### config.mk
export PLATFORM = sky130hd
export DESIGN_NAME = flash_status_register
export DESIGN_NICKNAME = d
export VERILOG_FILES = /design/src/rtl/fsr_pkg.sv /design/src/rtl/fsr_link_if.sv /design/src/rtl/flash_status_register.sv /design/src/rtl/fsr_spi_front.sv
export VERILOG_INCLUDE_DIRS = /design/src /design/src/rtl
export SDC_FILE = /design/constraint.sdc
export NUM_CORES = 1
export LEC_CHECK = 0
export BUFFER_PORTS_ARGS = -buffer_cell sky130_fd_sc_hd__buf_2
export CAP_MARGIN = 20
export CORE_MARGIN = 3
export CORE_UTILIZATION = 57
export CTS_CLUSTER_DIAMETER = 50
export DETAILED_ROUTE_END_ITERATION = 8
export HOLD_SLACK_MARGIN = 0.03
export PLACE_DENSITY = 0.78
export SLEW_MARGIN = 5
export SYNTH_ARGS = -nofsm -noshare
export SYNTH_HDL_FRONTEND = slang
export SYNTH_SLANG_ARGS = --single-unit
### constraint.sdc
create_clock -name clk_sys -period 2.1 [get_ports clk_sys]
set_clock_uncertainty 0.1 [all_clocks]
set_input_delay 0.21 -clock clk_sys [delete_from_list [all_inputs] [get_ports clk_sys]]
set_output_delay 0.21 -clock clk_sys [all_outputs]
set_load 0.02 [all_outputs]
### src/rtl/fsr_map.svh
`ifndef FSR_MAP_SVH
`define FSR_MAP_SVH

// ----------------------------------------------------------------
// Opcodes
// ----------------------------------------------------------------
`define FSR_OP_READ_STATUS   8'h05
`define FSR_OP_WRITE_STATUS  8'h01
`define FSR_OP_WRITE_STATUS2 8'h31
`define FSR_OP_WRITE_ENABLE  8'h06
`define FSR_OP_WRITE_DISABLE 8'h04

// ----------------------------------------------------------------
// Status byte one field positions
// ----------------------------------------------------------------
`define FSR_B1_LOCK 7
`define FSR_B1_ERR  5
`define FSR_B1_PIN  4
`define FSR_B1_PROT 2
`define FSR_B1_WEL  1
`define FSR_B1_BUSY 0

// ----------------------------------------------------------------
// Status byte two field positions
// ----------------------------------------------------------------
`define FSR_B2_RESET_CMD_ENABLE 4
`define FSR_B2_BUSY 0

// ----------------------------------------------------------------
// Reset values
// ----------------------------------------------------------------
`define FSR_LOCK_RST 1'h0
`define FSR_PROT_RST 1'h0
`define FSR_ERR_RST  1'h0
`define FSR_WEL_RST  1'h0
`define FSR_RESET_CMD_ENABLE_RST 1'h0
`define FSR_RES_VAL  1'h0

// ----------------------------------------------------------------
// Timing counts
// ----------------------------------------------------------------
`define FSR_SYNC_DEPTH 2

`endif

### src/rtl/fsr_pkg.sv
package fsr_pkg;

	typedef enum logic [2:0] {
		FSR_PH_IDLE   = 3'h0,
		FSR_PH_OPCODE = 3'h1,
		FSR_PH_READ   = 3'h2,
		FSR_PH_WDATA  = 3'h3,
		FSR_PH_WEN    = 3'h4,
		FSR_PH_WDIS   = 3'h5,
		FSR_PH_OTHER  = 3'h6
	} fsr_phase_t;

endpackage

### src/rtl/fsr_link_if.sv
`timescale 1ns/1ps
interface fsr_link_if;
	logic       sel;
	logic       byte_done;
	logic [7:0] rx_byte;
	logic       frame_end;
	logic       aligned;
	logic       wp_n;
	logic [7:0] tx_byte;
	logic       tx_bit;

	modport front (
		output sel,
		output byte_done,
		output rx_byte,
		output frame_end,
		output aligned,
		output wp_n,
		output tx_bit,
		input  tx_byte
	);

	modport core (
		input  sel,
		input  byte_done,
		input  rx_byte,
		input  frame_end,
		input  aligned,
		input  wp_n,
		input  tx_bit,
		output tx_byte
	);
endinterface

### src/rtl/flash_status_register.sv
// Operation
// - Opcode 05h after select starts status output one bit per clock.
// - Readout sends byte one then byte two, then repeats from byte one.
// - Status read accepted anytime; each pass shows live values.
// - Deselect anywhere ends the read and releases the serial output.
// - Lock bit with write-protect asserted freezes array protection; lock resets 0.
// - Lock changes freely when pin deasserted; only 0 to 1 when asserted.
// - Write-status alters only byte one bits 7 and 2.
// - Error flag updated after each erase or program; 1 on failure.
// - Aborted erase or program never sets the error flag.
// - Byte one bit 4 mirrors write-protect pin, 0 when asserted.
// - Array protection bit 1 refuses program and erase on whole array.
// - Latch clear rejects program, erase, register program and status writes.
// - Write enable latch clears at power-up and at a device reset granted while reset-enable is set.
// - Latch clears after write disable, modifying operations, or hold abort.
// - Incomplete or unknown opcode abort leaves a set latch alone.
// - Busy flag 1 during internal operation, at bit 0 of both bytes.
// - Byte two bit 4 enables software reset; 0 after power-up.
// - Reset-enable bit changes only by second-byte write or power cycle.
// - Opcode 01h plus data byte writes lock and protection at deselect.
// - Opcode 31h plus data byte writes reset-enable at deselect.
// - Short or misaligned status write aborts, bits kept, latch cleared.
// - Clearing lock while pin asserted is ignored and clears the latch.
`timescale 1ns/1ps
`include "fsr_map.svh"
module flash_status_register (
	input  wire logic       clk_sys,
	input  wire logic       nrst,
	input  wire logic       sclk_pin,
	input  wire logic       cs_n_pin,
	input  wire logic       si_pin,
	input  wire logic       wp_n_pin,
	output logic            so_out,
	output logic            so_oe_n,
	input  wire logic       core_busy,
	input  wire logic       core_op_done,
	input  wire logic       core_op_fail,
	input  wire logic       core_op_abort,
	input  wire logic       core_hold_abort,
	input  wire logic       core_dev_reset,
	output logic [7:0]      opcode_out,
	output logic            opcode_valid,
	output logic            write_enable_latch,
	output logic            array_protect,
	output logic            protection_lock,
	output logic            reset_cmd_enable,
	output logic            array_write_ok,
	output logic            dev_reset_grant
);
	fsr_link_if lnk ();

	fsr_spi_front #(
		.SYNC_DEPTH(`FSR_SYNC_DEPTH)
	) u_front (
		.clk_sys  (clk_sys),
		.nrst     (nrst),
		.sclk_pin (sclk_pin),
		.cs_n_pin (cs_n_pin),
		.si_pin   (si_pin),
		.wp_n_pin (wp_n_pin),
		.lnk      (lnk.front)
	);

	// ----------------------------------------------------------------
	// State
	// ----------------------------------------------------------------
	fsr_pkg::fsr_phase_t phase_reg;
	fsr_pkg::fsr_phase_t phase_next;
	logic       lock_reg;
	logic       lock_next;
	logic       prot_reg;
	logic       prot_next;
	logic       err_reg;
	logic       err_next;
	logic       wel_reg;
	logic       wel_next;
	logic       reset_cmd_enable_reg;
	logic       reset_cmd_enable_next;
	logic       second_reg;
	logic       cmd2_reg;
	logic       data_seen_reg;
	logic [7:0] wdata_reg;
	logic [7:0] opcode_reg;
	logic       opcode_valid_reg;
	logic       so_oe_n_reg;

	// ----------------------------------------------------------------
	// Live status bytes
	// ----------------------------------------------------------------
	wire       wp_asserted = ~lnk.wp_n;
	wire [7:0] status_one;
	wire [7:0] status_two;

	assign status_one[`FSR_B1_LOCK] = lock_reg;
	assign status_one[6]            = `FSR_RES_VAL;
	assign status_one[`FSR_B1_ERR]  = err_reg;
	assign status_one[`FSR_B1_PIN]  = lnk.wp_n;
	assign status_one[3]            = `FSR_RES_VAL;
	assign status_one[`FSR_B1_PROT] = prot_reg;
	assign status_one[`FSR_B1_WEL]  = wel_reg;
	assign status_one[`FSR_B1_BUSY] = core_busy;

	// ----------------------------------------------------------------
	// Byte two
	// ----------------------------------------------------------------
	assign status_two[7:5]          = {3{`FSR_RES_VAL}};
	assign status_two[`FSR_B2_RESET_CMD_ENABLE] = reset_cmd_enable_reg;
	assign status_two[3:1]          = {3{`FSR_RES_VAL}};
	assign status_two[`FSR_B2_BUSY] = core_busy;

	// Byte picked at load time so each pass is live
	assign lnk.tx_byte = second_reg ? status_two : status_one;

	// ----------------------------------------------------------------
	// Opcode decode
	// ----------------------------------------------------------------
	wire op_rd   = (lnk.rx_byte == `FSR_OP_READ_STATUS);
	wire op_ws1  = (lnk.rx_byte == `FSR_OP_WRITE_STATUS);
	wire op_ws2  = (lnk.rx_byte == `FSR_OP_WRITE_STATUS2);
	wire op_wen  = (lnk.rx_byte == `FSR_OP_WRITE_ENABLE);
	wire op_wdis = (lnk.rx_byte == `FSR_OP_WRITE_DISABLE);
	wire opc_byte = lnk.byte_done & (phase_reg == fsr_pkg::FSR_PH_OPCODE);

	always_comb begin
		phase_next = phase_reg;
		case (phase_reg)
			fsr_pkg::FSR_PH_IDLE: begin
				if (lnk.sel) begin
					phase_next = fsr_pkg::FSR_PH_OPCODE;
				end
			end
			fsr_pkg::FSR_PH_OPCODE: begin
				if (lnk.byte_done) begin
					if (op_rd) begin
						phase_next = fsr_pkg::FSR_PH_READ;
					end else if (op_ws1 | op_ws2) begin
						phase_next = fsr_pkg::FSR_PH_WDATA;
					end else if (op_wen) begin
						phase_next = fsr_pkg::FSR_PH_WEN;
					end else if (op_wdis) begin
						phase_next = fsr_pkg::FSR_PH_WDIS;
					end else begin
						phase_next = fsr_pkg::FSR_PH_OTHER;
					end
				end
			end
			fsr_pkg::FSR_PH_READ,
			fsr_pkg::FSR_PH_WDATA,
			fsr_pkg::FSR_PH_WEN,
			fsr_pkg::FSR_PH_WDIS,
			fsr_pkg::FSR_PH_OTHER: begin
				phase_next = phase_reg;
			end
			default: begin
				phase_next = fsr_pkg::FSR_PH_IDLE;
			end
		endcase
		if (!lnk.sel) begin
			phase_next = fsr_pkg::FSR_PH_IDLE;
		end
	end

	// ----------------------------------------------------------------
	// Status write evaluation at deselect
	// ----------------------------------------------------------------
	wire end_wdata  = lnk.frame_end & (phase_reg == fsr_pkg::FSR_PH_WDATA);
	wire wr_good    = end_wdata & wel_reg & data_seen_reg & lnk.aligned;
	wire lock_held  = lock_reg & wp_asserted;
	wire lock_clear = lock_held & ~wdata_reg[`FSR_B1_LOCK];
	wire apply_one  = wr_good & ~cmd2_reg & ~lock_clear;
	wire apply_two  = wr_good & cmd2_reg;
	wire soft_reset = core_dev_reset & reset_cmd_enable_reg;

	always_comb begin
		lock_next = lock_reg;
		prot_next = prot_reg;
		reset_cmd_enable_next = reset_cmd_enable_reg;
		if (apply_one) begin
			lock_next = wdata_reg[`FSR_B1_LOCK];
			if (!lock_held) begin
				prot_next = wdata_reg[`FSR_B1_PROT];
			end
		end
		if (apply_two) begin
			reset_cmd_enable_next = wdata_reg[`FSR_B2_RESET_CMD_ENABLE];
		end
	end

	// ----------------------------------------------------------------
	// Write enable latch and error flag
	// ----------------------------------------------------------------
	wire in_wen     = (phase_reg == fsr_pkg::FSR_PH_WEN);
	wire in_wdis    = (phase_reg == fsr_pkg::FSR_PH_WDIS);
	wire clean_end  = lnk.frame_end & lnk.aligned;
	wire wen_done   = clean_end & in_wen;
	wire wdis_done  = clean_end & in_wdis;
	wire engine_end = core_op_done | core_op_abort | core_hold_abort;
	wire wel_set    = wen_done;
	wire wel_clr    = wdis_done
		| end_wdata
		| engine_end
		| soft_reset;

	// Set wins over a same-cycle clear; opcode-phase aborts never clear
	assign wel_next = wel_set ? 1'h1 : (wel_clr ? 1'h0 : wel_reg);
	assign err_next = core_op_done ? core_op_fail : err_reg;

	// ----------------------------------------------------------------
	// Registers
	// ----------------------------------------------------------------
	always_ff @(posedge clk_sys or negedge nrst) begin
		if (!nrst) begin
			phase_reg <= fsr_pkg::FSR_PH_IDLE;
			lock_reg  <= `FSR_LOCK_RST;
			prot_reg  <= `FSR_PROT_RST;
			err_reg   <= `FSR_ERR_RST;
			wel_reg   <= `FSR_WEL_RST;
			reset_cmd_enable_reg  <= `FSR_RESET_CMD_ENABLE_RST;
		end else begin
			phase_reg <= phase_next;
			lock_reg  <= lock_next;
			prot_reg  <= prot_next;
			err_reg   <= err_next;
			wel_reg   <= wel_next;
			reset_cmd_enable_reg  <= reset_cmd_enable_next;
		end
	end

	// ----------------------------------------------------------------
	// Readout byte alternation
	// ----------------------------------------------------------------
	always_ff @(posedge clk_sys or negedge nrst) begin
		if (!nrst) begin
			second_reg <= 1'h0;
		end else if (phase_reg != fsr_pkg::FSR_PH_READ) begin
			second_reg <= 1'h0;
		end else if (lnk.byte_done) begin
			second_reg <= ~second_reg;
		end
	end

	// Data byte capture; bytes after the first are ignored
	always_ff @(posedge clk_sys or negedge nrst) begin
		if (!nrst) begin
			cmd2_reg      <= 1'h0;
			data_seen_reg <= 1'h0;
			wdata_reg     <= 8'h00;
		end else if (opc_byte) begin
			cmd2_reg      <= op_ws2;
			data_seen_reg <= 1'h0;
		end else if (lnk.byte_done & (phase_reg == fsr_pkg::FSR_PH_WDATA) & ~data_seen_reg) begin
			wdata_reg     <= lnk.rx_byte;
			data_seen_reg <= 1'h1;
		end
	end

	// Opcode hand-off to the array engine
	always_ff @(posedge clk_sys or negedge nrst) begin
		if (!nrst) begin
			opcode_reg       <= 8'h00;
			opcode_valid_reg <= 1'h0;
		end else begin
			opcode_valid_reg <= opc_byte;
			if (opc_byte) begin
				opcode_reg <= lnk.rx_byte;
			end
		end
	end

	// Serial output drive, released on deselect
	always_ff @(posedge clk_sys or negedge nrst) begin
		if (!nrst) begin
			so_oe_n_reg <= 1'h1;
		end else begin
			so_oe_n_reg <= ~(phase_next == fsr_pkg::FSR_PH_READ);
		end
	end

	// ----------------------------------------------------------------
	// Outputs
	// ----------------------------------------------------------------
	assign so_out             = lnk.tx_bit;
	assign so_oe_n            = so_oe_n_reg;

	// ----------------------------------------------------------------
	// Array engine side
	// ----------------------------------------------------------------
	assign opcode_out         = opcode_reg;
	assign opcode_valid       = opcode_valid_reg;
	assign write_enable_latch = wel_reg;
	assign array_protect      = prot_reg;
	assign protection_lock    = lock_reg;
	assign reset_cmd_enable   = reset_cmd_enable_reg;
	assign array_write_ok     = wel_reg & ~prot_reg;
	assign dev_reset_grant    = soft_reset;
endmodule

### src/rtl/fsr_spi_front.sv
`timescale 1ns/1ps
`include "fsr_map.svh"
module fsr_spi_front #(
	parameter int SYNC_DEPTH = `FSR_SYNC_DEPTH
) (
	input  wire logic clk_sys,
	input  wire logic nrst,
	input  wire logic sclk_pin,
	input  wire logic cs_n_pin,
	input  wire logic si_pin,
	input  wire logic wp_n_pin,
	fsr_link_if.front lnk
);
	generate
		if (SYNC_DEPTH < 2) begin : g_bad_depth
			$error("SYNC_DEPTH must be at least 2");
		end
	endgenerate

	// ----------------------------------------------------------------
	// Pin synchronisers
	// ----------------------------------------------------------------
	logic [3:0] pin_raw;
	logic [3:0] pin_sync;
	assign pin_raw = {wp_n_pin, si_pin, cs_n_pin, sclk_pin};

	genvar gi;
	generate
		for (gi = 0; gi < 4; gi++) begin : g_sync
			logic [SYNC_DEPTH-1:0] chain_reg;
			always_ff @(posedge clk_sys or negedge nrst) begin
				if (!nrst) begin
					// Idle levels: select and write-protect high
					chain_reg <= {SYNC_DEPTH{(gi == 1) || (gi == 3)}};
				end else begin
					chain_reg <= {chain_reg[SYNC_DEPTH-2:0], pin_raw[gi]};
				end
			end
			assign pin_sync[gi] = chain_reg[SYNC_DEPTH-1];
		end
	endgenerate

	// ----------------------------------------------------------------
	// Edge detection
	// ----------------------------------------------------------------
	logic       sclk_d_reg;
	logic       cs_n_d_reg;
	logic [2:0] bit_cnt_reg;
	logic [6:0] rx_sh_reg;
	logic [7:0] rx_byte_reg;
	logic       byte_done_reg;
	logic       load_pend_reg;
	logic [7:0] tx_sh_reg;
	wire        sel_w  = ~pin_sync[1];
	wire        rise_w = sel_w & pin_sync[0] & ~sclk_d_reg;
	wire        fall_w = sel_w & ~pin_sync[0] & sclk_d_reg;

	always_ff @(posedge clk_sys or negedge nrst) begin
		if (!nrst) begin
			sclk_d_reg <= 1'h0;
			cs_n_d_reg <= 1'h1;
		end else begin
			sclk_d_reg <= pin_sync[0];
			cs_n_d_reg <= pin_sync[1];
		end
	end

	// ----------------------------------------------------------------
	// Receive shifter, MSB first on rising clock
	// ----------------------------------------------------------------
	always_ff @(posedge clk_sys or negedge nrst) begin
		if (!nrst) begin
			bit_cnt_reg   <= 3'h0;
			rx_sh_reg     <= 7'h00;
			rx_byte_reg   <= 8'h00;
			byte_done_reg <= 1'h0;
		end else begin
			byte_done_reg <= rise_w & (bit_cnt_reg == 3'h7);
			if (!sel_w) begin
				bit_cnt_reg <= 3'h0;
			end else if (rise_w) begin
				bit_cnt_reg <= bit_cnt_reg + 3'h1;
				rx_sh_reg   <= {rx_sh_reg[5:0], pin_sync[2]};
				if (bit_cnt_reg == 3'h7) begin
					rx_byte_reg <= {rx_sh_reg, pin_sync[2]};
				end
			end
		end
	end

	// ----------------------------------------------------------------
	// Transmit shifter, new byte loaded on first falling clock after a byte
	// ----------------------------------------------------------------
	always_ff @(posedge clk_sys or negedge nrst) begin
		if (!nrst) begin
			load_pend_reg <= 1'h0;
			tx_sh_reg     <= 8'h00;
		end else if (!sel_w) begin
			load_pend_reg <= 1'h0;
			tx_sh_reg     <= 8'h00;
		end else begin
			if (byte_done_reg) begin
				load_pend_reg <= 1'h1;
			end else if (fall_w) begin
				load_pend_reg <= 1'h0;
			end
			if (fall_w) begin
				tx_sh_reg <= load_pend_reg ? lnk.tx_byte : {tx_sh_reg[6:0], 1'h0};
			end
		end
	end

	assign lnk.sel       = sel_w;
	assign lnk.byte_done = byte_done_reg;
	assign lnk.rx_byte   = rx_byte_reg;
	assign lnk.frame_end = pin_sync[1] & ~cs_n_d_reg;
	assign lnk.aligned   = (bit_cnt_reg == 3'h0);
	assign lnk.wp_n      = pin_sync[3];
	assign lnk.tx_bit    = tx_sh_reg[7];
endmodule

Word-level counts from Yosys, hierarchy flattened

Index checks and enable logic that the tools add are counted.

Bits in registers: 67
Input port bits: 12
Output and inout port bits: 17
Word-level logic and storage cells: 118

Bitwise logic cells: 43
Equal/unequal tests: 14
Reductions and logical operators: 13
Mux-type cells: 22
Add/subtract/negate cells: 1

Operators by type and width:

| operator            | number |
|---|---|
| $mux 8              | 4 |
| $eq 8x3->1 const B  | 3 |
| $and 1x1->1         | 23 |
| $mux 3              | 6 |
| $not 1->1           | 14 |
| $eq 3x3->1 const B  | 4 |
| $reduce_bool 2->1   | 5 |
| $eq 3x2->1 const B  | 3 |
| $mux 1              | 9 |
| $pmux 3 s3          | 1 |
| $eq 8x1->1 const B  | 1 |
| $eq 8x6->1 const B  | 1 |
| $logic_not 3->1     | 2 |
| $or 1x1->1          | 6 |
| $reduce_and 2->1    | 3 |
| $reduce_or 5->1     | 1 |
| $mux 2              | 2 |
| $add 3x1->3 const B | 1 |
| $eq 3x1->1 const B  | 1 |
| $ne 3x2->1 const B  | 1 |
| $reduce_and 3->1    | 1 |
| $reduce_bool 3->1   | 1 |

Longest topological paths before layout

Gate-level depths: netlist of run 1.

Depth in word-level cells: 10
Depth in mapped cells: 6
Mapped depth without buffers: 6

Cells and area by module

From an unflattened synthesis of run 1, not the netlist that was laid out.

Cell total of the unflattened synthesis: 200
Area total of the unflattened synthesis: 2641.3 µm²

By module, submodules not included:

| module                | instances | seq. area each (µm²) | area an instance (µm²) | cells an instance |
|---|---|---|---|---|
| fsr_spi_front         | 1         | 957.2                | 1503.9                 | 102 |
| flash_status_register | 1         | 601.8                | 1137.3                 | 98 |

Worst setup path after synthesis of run 1

No wires, ideal clock.

Kind: register to register
From: reg u_front.sclk_d_reg
To: reg u_front.rx_byte_reg[0], in the netlist u_front.lnk.rx_byte[0]
Arrival: 1.475 ns
Required time: 1.875 ns
Stages on the path, launching flop included: 6
Library setup time: 0.125 ns
Slack: 0.401 ns
Cell sequence: dfrtp_1 > nand2b_1 > nor2_2 > and2_1 > buf_2 > mux2_2

Longest elaborated chain between the ends: 3

RTL lines:

| what                              | RTL line            | RTL |
|---|---|---|
| start, declared                   | fsr_spi_front.sv:46 | `logic sclk_d_reg;` |
| start signal, assigned            | fsr_spi_front.sv:63 | `sclk_d_reg <= pin_sync[0];` |
| $not 1->1                         | fsr_spi_front.sv:55 | `wire rise_w = sel_w & pin_sync[0] & ~sclk_d_reg;` |
| $and 1x1->1                       | fsr_spi_front.sv:55 |  |
| $reduce_and 3->1 (no source line) | -                   |  |
| end signal, assigned              | fsr_spi_front.sv:85 | `rx_byte_reg <= {rx_sh_reg, pin_sync[2]};` |
| end, declared                     | fsr_spi_front.sv:50 | `logic [7:0] rx_byte_reg;` |

No other way between the ends.
A chain may end at the register's enable or synchronous reset.

Worst setup path after layout of run 1

From: reg u_front.sclk_d_reg
To: reg u_front.rx_byte_reg[5], in the netlist u_front.lnk.rx_byte[5]

Same word-level chain as after synthesis.

==> key figures, run 1 <==
Timing
  – Count of final setup violators: 0
  – Setup tns final: 0 ns
  – Smallest hold slack: between 0.03 and 0.04 ns
  – Setup ws final: 0.2132 ns
  – Fin. Hold Viols: 0
  – RSZ-0062 raised after global routing: false
  – Final min period: 1.887 ns
  – Fmax achieved: 0.5300 GHz
  – Actual slew at the worst max-slew pin: ~0.56 ns
  – Final worst path period share: 0.8985
  – Slew Limit Fails: 0
  – Slew HR: 0.6233

Die
  – # rows: 23
  – Ports: 29
  – Die Y: between 70 and 80 um
  – Initial Util: 0.6173
  – CORE AREA: between 0.004 and 0.005 sq mm
  – Die W: 73.46 um
  – Die area: 0.005396 sq mm

Power
  – Max VDD drop: ~640 uV
  – Power per cell area: roughly 870 mW/mm^2
  – Pleak: about 1.5 nW

Clock tree
  – Number of setup buffers added after CTS: 0
  – Sink Count: between 60 and 70
  – H-tree levels: 3
  – Clock root cell: clkbuf_8
  – Post-CTS Hold Buffers: 6
  – Cts repair resizes: 0
  – Clock transition at the registers of the reported paths: 0.07 ns
  – CTS tree: yes
  – Clk buf depth: 2
  – Total CTS buffers: 9
  – Clock Latency Late Sink: about 0.34 ns

GRT
  – Vias in the first global route: 1,669
  – Largest net degree at the start of global routing: 40
  – GRT Total Usage: 0.2002
  – Antenna violations before repair: 0
  – Congestion Overflow GR: 0
  – First-pass GRT wire length: between 7000 and 8000 um

Placement
  – Post-DP HPWL: 3429 um
  – GPL Wtd Cong: approximately 0.84
  – Placement Cell Area: 0.002768 sq mm
  – IO Port Bufs: 28
  – Worst slack at placement: approximately 0.20 ns

Route
  – 1st-pass router iterations: 4
  – Via count: roughly 1,700
  – WL/cell: 16.34 um
  – Antenna Nets Post-Route: 0
  – Vias/cell: just under 6
  – Post-Route WL: between 4000 and 5000 um
  – Initial DRC count: 113
  – DRC Markers: 0

Final layout
  – Fin area: about 0.003 sq mm
  – Register Area: about 0.0016 sq mm
  – Syn-to-layout area delta: 18.04%
  – Multi-input gate area: 952.2 sq um
  – Fin nets: 253
  – Fillers: around 280
  – N_diodes: 0
  – Layout cell share with drive strength beyond 1: 0.3580

Setup path
  – Worst Path Max Fanout: 9
  – Crit path max-delay family: simple AND/OR/NAND/NOR gates
  – Crit path largest cell delay: approximately 0.40 ns
  – Crit-path cells: nand2b_1, nor2_2, and2_1, mux2_2
  – Worst R2R Setup Slack: between 0.2 and 0.25 ns
  – WP buf/inv: 0
  – Signal arrival time at the worst endpoint: roughly 2.0 ns
  – Startpoint type of the worst setup path: register
  – Worst EP required: between 2 and 2.5 ns
  – Critical path capture point type: register
  – Worst Setup Path Type: register to register
  – Slowest CP cell: dfrtp_1

Synthesis
  – Unique masters post-synth: between 40 and 50
  – Post-synth top area cell: dfrtp_1
  – Area share of the largest cell type after synthesis: 0.5403
  – Commonest cells in the netlist: dfrtp_1 (56), mux2_2 (26), nor2_1 (14)
  – Post-synth EDFFs: 0
  – Cell Area, Synth: ~0.0026 sq mm
  – Yosys reg bits: 62
  – Top cells by area, synth: dfrtp_1 (54%), mux2_2 (11%), dfstp_2 (6.1%)
  – Asr flop ratio synth: 1.000
  – Post-synthesis sequential area ratio: 0.6011
  – Syn_area_per_cell: ~13 sq um
  – Syn. warnings: 0
  – Syn nets: around 210
  – Mapped Cells: between 150 and 200
  – Most common cell in the netlist: dfrtp_1
  – Primary FF master, synth: dfrtp_1

Status
  – Status: complete, no violations

Job
  – Maxcap violations: 0

Worst hold path
  – Hold/Removal Path Class: primary input to register
## metrics by stage
stage	instances	util	power, mW
floorplan	198	-	1.418
global placement	271	0.6587	1.478
detailed placement	271	0.6587	1.493
CTS	293	0.7287	2.695
global route	293	0.7287	2.781
finish	293	0.7287	2.679
## tightest hold or removal path, delay by kind of cell
kind | cells | cell delay [ns]
and+or+nand+nor | 1 | 0.07
AOI/OAI and AO/OA | 1 | 0.06
buffers and inverters | 1 | 0.10
## final timing paths
path,from,end,depth (start not counted)
max in group asynchronous,nrst,u_front.cs_n_d_reg$_DFF_PN1_,3
max,u_front.sclk_d_reg$_DFF_PN0_,u_front.lnk.rx_byte[5]$_DFFE_PN0P_,4
min in group asynchronous,nrst,u_front.tx_sh_reg[5]$_DFFE_PN0P_,2
min reg2reg,u_front.g_sync[3].chain_reg[0]$_DFF_PN1_,u_front.g_sync[3].chain_reg[1]$_DFF_PN1_,0
min,core_busy,u_front.tx_sh_reg[0]$_DFFE_PN0P_,3
max reg2reg,u_front.sclk_d_reg$_DFF_PN0_,u_front.lnk.rx_byte[5]$_DFFE_PN0P_,4
## cell type report
cell class                      count  area share
Tap cell                           50     0.02043
Clock inverter                      3     0.02125
Clock buffer                       13     0.05517
Multi-Input combinational cell    123      0.3110
Timing Repair Buffer               37     0.07683
Sequential cell                    62      0.5092
Inverter                            5    0.006130
## per-layer routing
metal	track usage	part of all wire	vias to the layer above
li1	-	-	788
met1	0.2619	0.43	862
met2	0.3071	0.49	48
met3	0.04241	0.047	14
met4	0.1187	0.028	0
met5	0	0	-
## logic make-up after synthesis
| group | Yosys count | synth area share |
|---|---|---|
| compound gates | 25 | 0.06609 |
| flops | 62 | 0.6011 |
| buf+inv | 13 | 0.03184 |
| simple gates | 62 | 0.1457 |
| mux | 31 | 0.1341 |
| xor+xnor | 2 | 0.006755 |
| fa+ha+maj | 3 | 0.01447 |
## power by group
part | switching (mW) | total (mW) | internal (mW)
sequential | 0.0562 | 1.33 | 1.27
combinational | 0.0668 | 0.146 | 0.0790
clock | 0.439 | 1.20 | 0.764
total | 0.562 | 2.68 | 2.12
## cell usage in the layout, fill, tap and decap left out, types with 6 or more instances in the layout
master / synthesis / routed
nand2_1: 11 / 11
nand2b_1: 6 / 6
clkbuf_8: 0 / 12
a21oi_1: 9 / 9
dfrtp_1: 56 / 56
buf_2: 2 / 28
dfstp_2: 6 / 6
mux2_2: 26 / 26
dlygate4sd3_1: 0 / 6
nor2_1: 14 / 14
Note: power is estimated with default switching activity, not from simulation.
==> run 2: changes to the inputs <==
--- a/config.mk
+++ b/config.mk
@@ -6,6 +6,7 @@
 export SDC_FILE = /design/constraint.sdc
 export NUM_CORES = 1
 export LEC_CHECK = 0
+export ABC_AREA = 1
 export BUFFER_PORTS_ARGS = -buffer_cell sky130_fd_sc_hd__buf_2
 export CAP_MARGIN = 20
 export CORE_MARGIN = 3
==> run 2 against run 1 <==
Global-route usage grew 1.2 points. Die area down 0.31%. Setup slack lost 0.078 ns. Clock power down 18%. Cell count up 30%. Utilization rose by 0.68 points. Total power is 11% lower. Critical path type is now primary input to register. Critical endpoint is now err_reg$_DFFE_PN0P_. Largest cell class unchanged.
==> key figures, run 2 <==
Worst hold path
  – Sink of the worst hold path: write_enable_latch$_DFFE_PN0P_
  – Hold/Removal Path Class: primary input to register
  – Worst Min Path Start: core_hold_abort
  – Worst Hold Path Cells: 4 (+1)

GRT
  – Vias in the first global route: 1,927 (+15%)
  – M3 GR Usage: 0.06840 (+0.02599)
  – Largest net degree at the start of global routing: 34 (-15%)
  – Busiest grt layer: met2
  – Antenna violations before repair: 0 (unchanged)
  – First-pass GRT wire length: 8535 um (+7.4%)
  – GRT Total Usage: 0.2120 (+0.01176)
  – GR Util met1: 0.2627 (+0.0007787)
  – GRT met2 Usage: 0.3426 (+0.03552)
  – Congestion Overflow GR: 0 (unchanged)

Synthesis
  – Unique masters post-synth: 24 (-48%)
  – Post-synth top area cell: dfrtp_1
  – Syn nets: 294 (+38%)
  – Syn_area_per_cell: 9.265 sq um (-29%)
  – Asr flop ratio synth: 1.000 (unchanged)
  – Top cells by area, synth: dfrtp_1 (54%), nand2_1 (11%), inv_1 (7.3%)
  – Cell Area, Synth: 0.002585 sq mm (-0.34%)
  – Yosys reg bits: 62 (unchanged)
  – Post-synth EDFFs: 0 (unchanged)
  – Mapped Cells: 279 (+41%)
  – Primary FF master, synth: dfrtp_1
  – Most common cell in the netlist: nand2_1
  – Syn. warnings: 0 (unchanged)
  – Post-synthesis sequential area ratio: 0.6031 (+0.002037)
  – Commonest cells in the netlist: nand2_1 (73), dfrtp_1 (56), inv_1 (50)
  – Area share of the largest cell type after synthesis: 0.5421 (+0.001831)

Die
  – Die W: 73.34 um (-0.16%)
  – CORE AREA: 0.004173 sq mm (-0.68%)
  – Initial Util: 0.6195 (+0.002158)
  – Die Y: 73.34 um (-0.16%)
  – Ports: 29 (unchanged)
  – Die area: 0.005379 sq mm (-0.31%)
  – # rows: 23 (unchanged)

Clock tree
  – Clock root cell: clkbuf_8
  – H-tree levels: 3 (unchanged)
  – Post-CTS Hold Buffers: 9 (+3)
  – Clock transition at the registers of the reported paths: 0.07 ns (about the same)
  – Cts repair resizes: 0 (unchanged)
  – Total CTS buffers: 9 (unchanged)
  – Clk buf depth: 2 (unchanged)
  – Number of setup buffers added after CTS: 0 (unchanged)
  – Clock Latency Late Sink: 0.33 ns (about the same)
  – CTS tree: yes
  – Sink Count: 62 (unchanged)

Timing
  – Fin. Hold Viols: 0 (unchanged)
  – Final worst path period share: 0.9357 (+0.03726)
  – Actual slew at the worst max-slew pin: 0.4219 ns (-0.1420 ns)
  – Fmax achieved: 0.5089 GHz (-4.0%)
  – RSZ-0062 raised after global routing: false
  – Final min period: 1.965 ns (+0.07825 ns)
  – Setup tns final: 0 ns (unchanged)
  – Count of final setup violators: 0 (unchanged)
  – Slew HR: 0.7187 (+0.09543)
  – Slew Limit Fails: 0 (unchanged)

Route
  – 1st-pass router iterations: 4 (unchanged)
  – Via count: 1,953 (+14%)
  – Vias/cell: 5.113 (-13%)
  – WL/cell: 12.82 um (-22%)
  – Antenna Nets Post-Route: 0 (unchanged)
  – DRC Markers: 0 (unchanged)
  – Initial DRC count: 95 (-16%)
  – Post-Route WL: 4896 um (+2.3%)

Final layout
  – Fin nets: 342 (+35%)
  – Commonest non-fill, non-tap cells in the layout: nand2_1 (73), dfrtp_1 (56), inv_1 (50)
  – Syn-to-layout area delta: 18.73%
  – Final Util: 0.7355 (+0.006824)
  – Commonest non-fill, non-tap cell in the layout: nand2_1
  – N_diodes: 0 (unchanged)
  – Layout cell share with drive strength beyond 1: 0.1867 (-0.1713)

Setup path
  – Crit-path cells: dlygate4sd3_1, buf_2, nand2_1, dlygate4sd3_1, o21ai_0, dlygate4sd3_1
  – Worst Path Max Fanout: 1 (-8)
  – Signal arrival time at the worst endpoint: 2.08 ns (+0.07 ns)
  – Crit path max-delay family: buffers and inverters
  – Crit path largest cell delay: 0.56 ns (+0.16 ns)
  – Worst Setup Path Type: primary input to register
  – Worst R2R Setup Slack: 0.55 ns (+0.34 ns)
  – Worst EP required: 2.22 ns (about the same)
  – Worst r2r path cells: 9 (+5)
  – Crit-path most repeated cell: dlygate4sd3_1
  – Worst flop-to-flop path endpoint: array_protect$_DFFE_PN0P_
  – Slowest CP cell: dlygate4sd3_1
  – WP buf/inv: 4 (+4)
  – Critical path capture point type: register
  – Worst r2r src: u_front.bit_cnt_reg[0]$_DFFE_PN0P_
  – Startpoint type of the worst setup path: primary input

Power
  – Switching pwr: 0.5277 mW (-6.1%)
  – Tot Pwr: 2.376 mW (-11%)
  – Sequential Power Share: 0.533 (+0.036)
  – Power per cell area: 774.1 mW/mm^2 (-12%)
  – Cell Int Power: 1.848 mW (-13%)
  – Power share of the combinational group: 0.053 (about the same)
  – Sw Share: 0.2221 (+0.01237)
  – Share of total power in the clock network: 0.414 (-0.035)
  – Pleak: 1.597 nW (+10%)
  – Max VDD drop: 651.8 uV (+1.3%)

Placement
  – GPL Wtd Cong: 0.7908 (-5.8%)
  – Post-DP HPWL: 3522 um (+2.7%)
  – IO Port Bufs: 28 (unchanged)

Status
  – Status: complete, no violations

Job
  – Maxcap violations: 0 (unchanged)
-- run 2: changes by cell type in the layout (fill, tap and decap cells not counted), sizes merged, moves of 9 or more --
cell   before  now
nand3       3   12
nand2      12   74
mux2       30    0
inv         5   50
o21ai       3   36
-- run 2: area by class of cell --
type,count,area [sq um]
inverters,50,187.7
fillers,295,1104
flip-flops and latches,62,1559
clock buffers,16,190.2
multi-input cells,163,797.0
well taps,50,62.56
repair buffers,41,272.8
-- run 2: logic make-up after synthesis --
group	after synthesis	share of synthesized area
AO/OA/AOI/OAI	48	0.1050
XOR/XNOR	1	0.003389
adder cells (fa/ha/maj)	3	0.01452
buffers and inverters	54	0.08858
flip-flops	62	0.6031
AND/OR/NAND/NOR	111	0.1854
-- run 2: layer usage --
| metal | vias to the layer above | share of wire | wire [um] |
|---|---|---|---|
| met5 | - | 0 | 0 |
| met3 | 10 | 0.049 | 239 |
| met2 | 46 | 0.50 | 2426 |
| met1 | 925 | 0.44 | 2154 |
| li1 | 972 | - | - |
| met4 | 0 | 0.016 | 76 |
-- run 2: power by group through the flow --
stage | logic, mW | clock network (mW) | registers, mW
after floorplan | 0.0578 | 0 | 1.28
after global placement | 0.110 | 0 | 1.28
after detailed placement | 0.114 | 0 | 1.29
after CTS | 0.129 | 1.00 | 1.27
after global routing | 0.147 | 1.06 | 1.27
final | 0.126 | 0.984 | 1.27
-- run 2: worst max path at each step --
| stage | startpoint | endpoint | slack (ns) | cells after the start |
|---|---|---|---|---|
| global route | core_op_fail | err_reg$_DFFE_PN0P_ | 0.09 | 6 |
| finish | core_op_fail | err_reg$_DFFE_PN0P_ | 0.13 | 6 |
| global placement | phase_reg[0]$_DFF_PN0_ | so_oe_n$_DFF_PN1_ | 0.58 | 10 |
| detailed placement | phase_reg[0]$_DFF_PN0_ | so_oe_n$_DFF_PN1_ | 0.56 | 10 |
| CTS | core_op_fail | err_reg$_DFFE_PN0P_ | 0.17 | 6 |
| floorplan | u_front.bit_cnt_reg[0]$_DFFE_PN0P_ | array_protect$_DFFE_PN0P_ | 0.73 | 9 |
-- run 2: stage by stage --
stage / cells / hold WS, ns / area [sq um] / worst slack, ns
6_report: 382 / 0.05374 / 3069 / 0.1349
5_1_grt: 382 / 0.09628 / 3069 / 0.09308
4_1_cts: 382 / 0.05138 / 3069 / 0.1684
3_5_place_dp: 357 / 0.06499 / 2789 / 0.5626
3_3_place_gp: 357 / 0.05942 / 2789 / 0.5799
2_1_floorplan: 279 / -0.1856 / 2585 / 0.7333
-- run 2: tightest hold or removal path: stages --
cell and delay, ns:
buf_2 0.08, nor4_1 0.04, nand4_1 0.05, o21ai_0 0.07
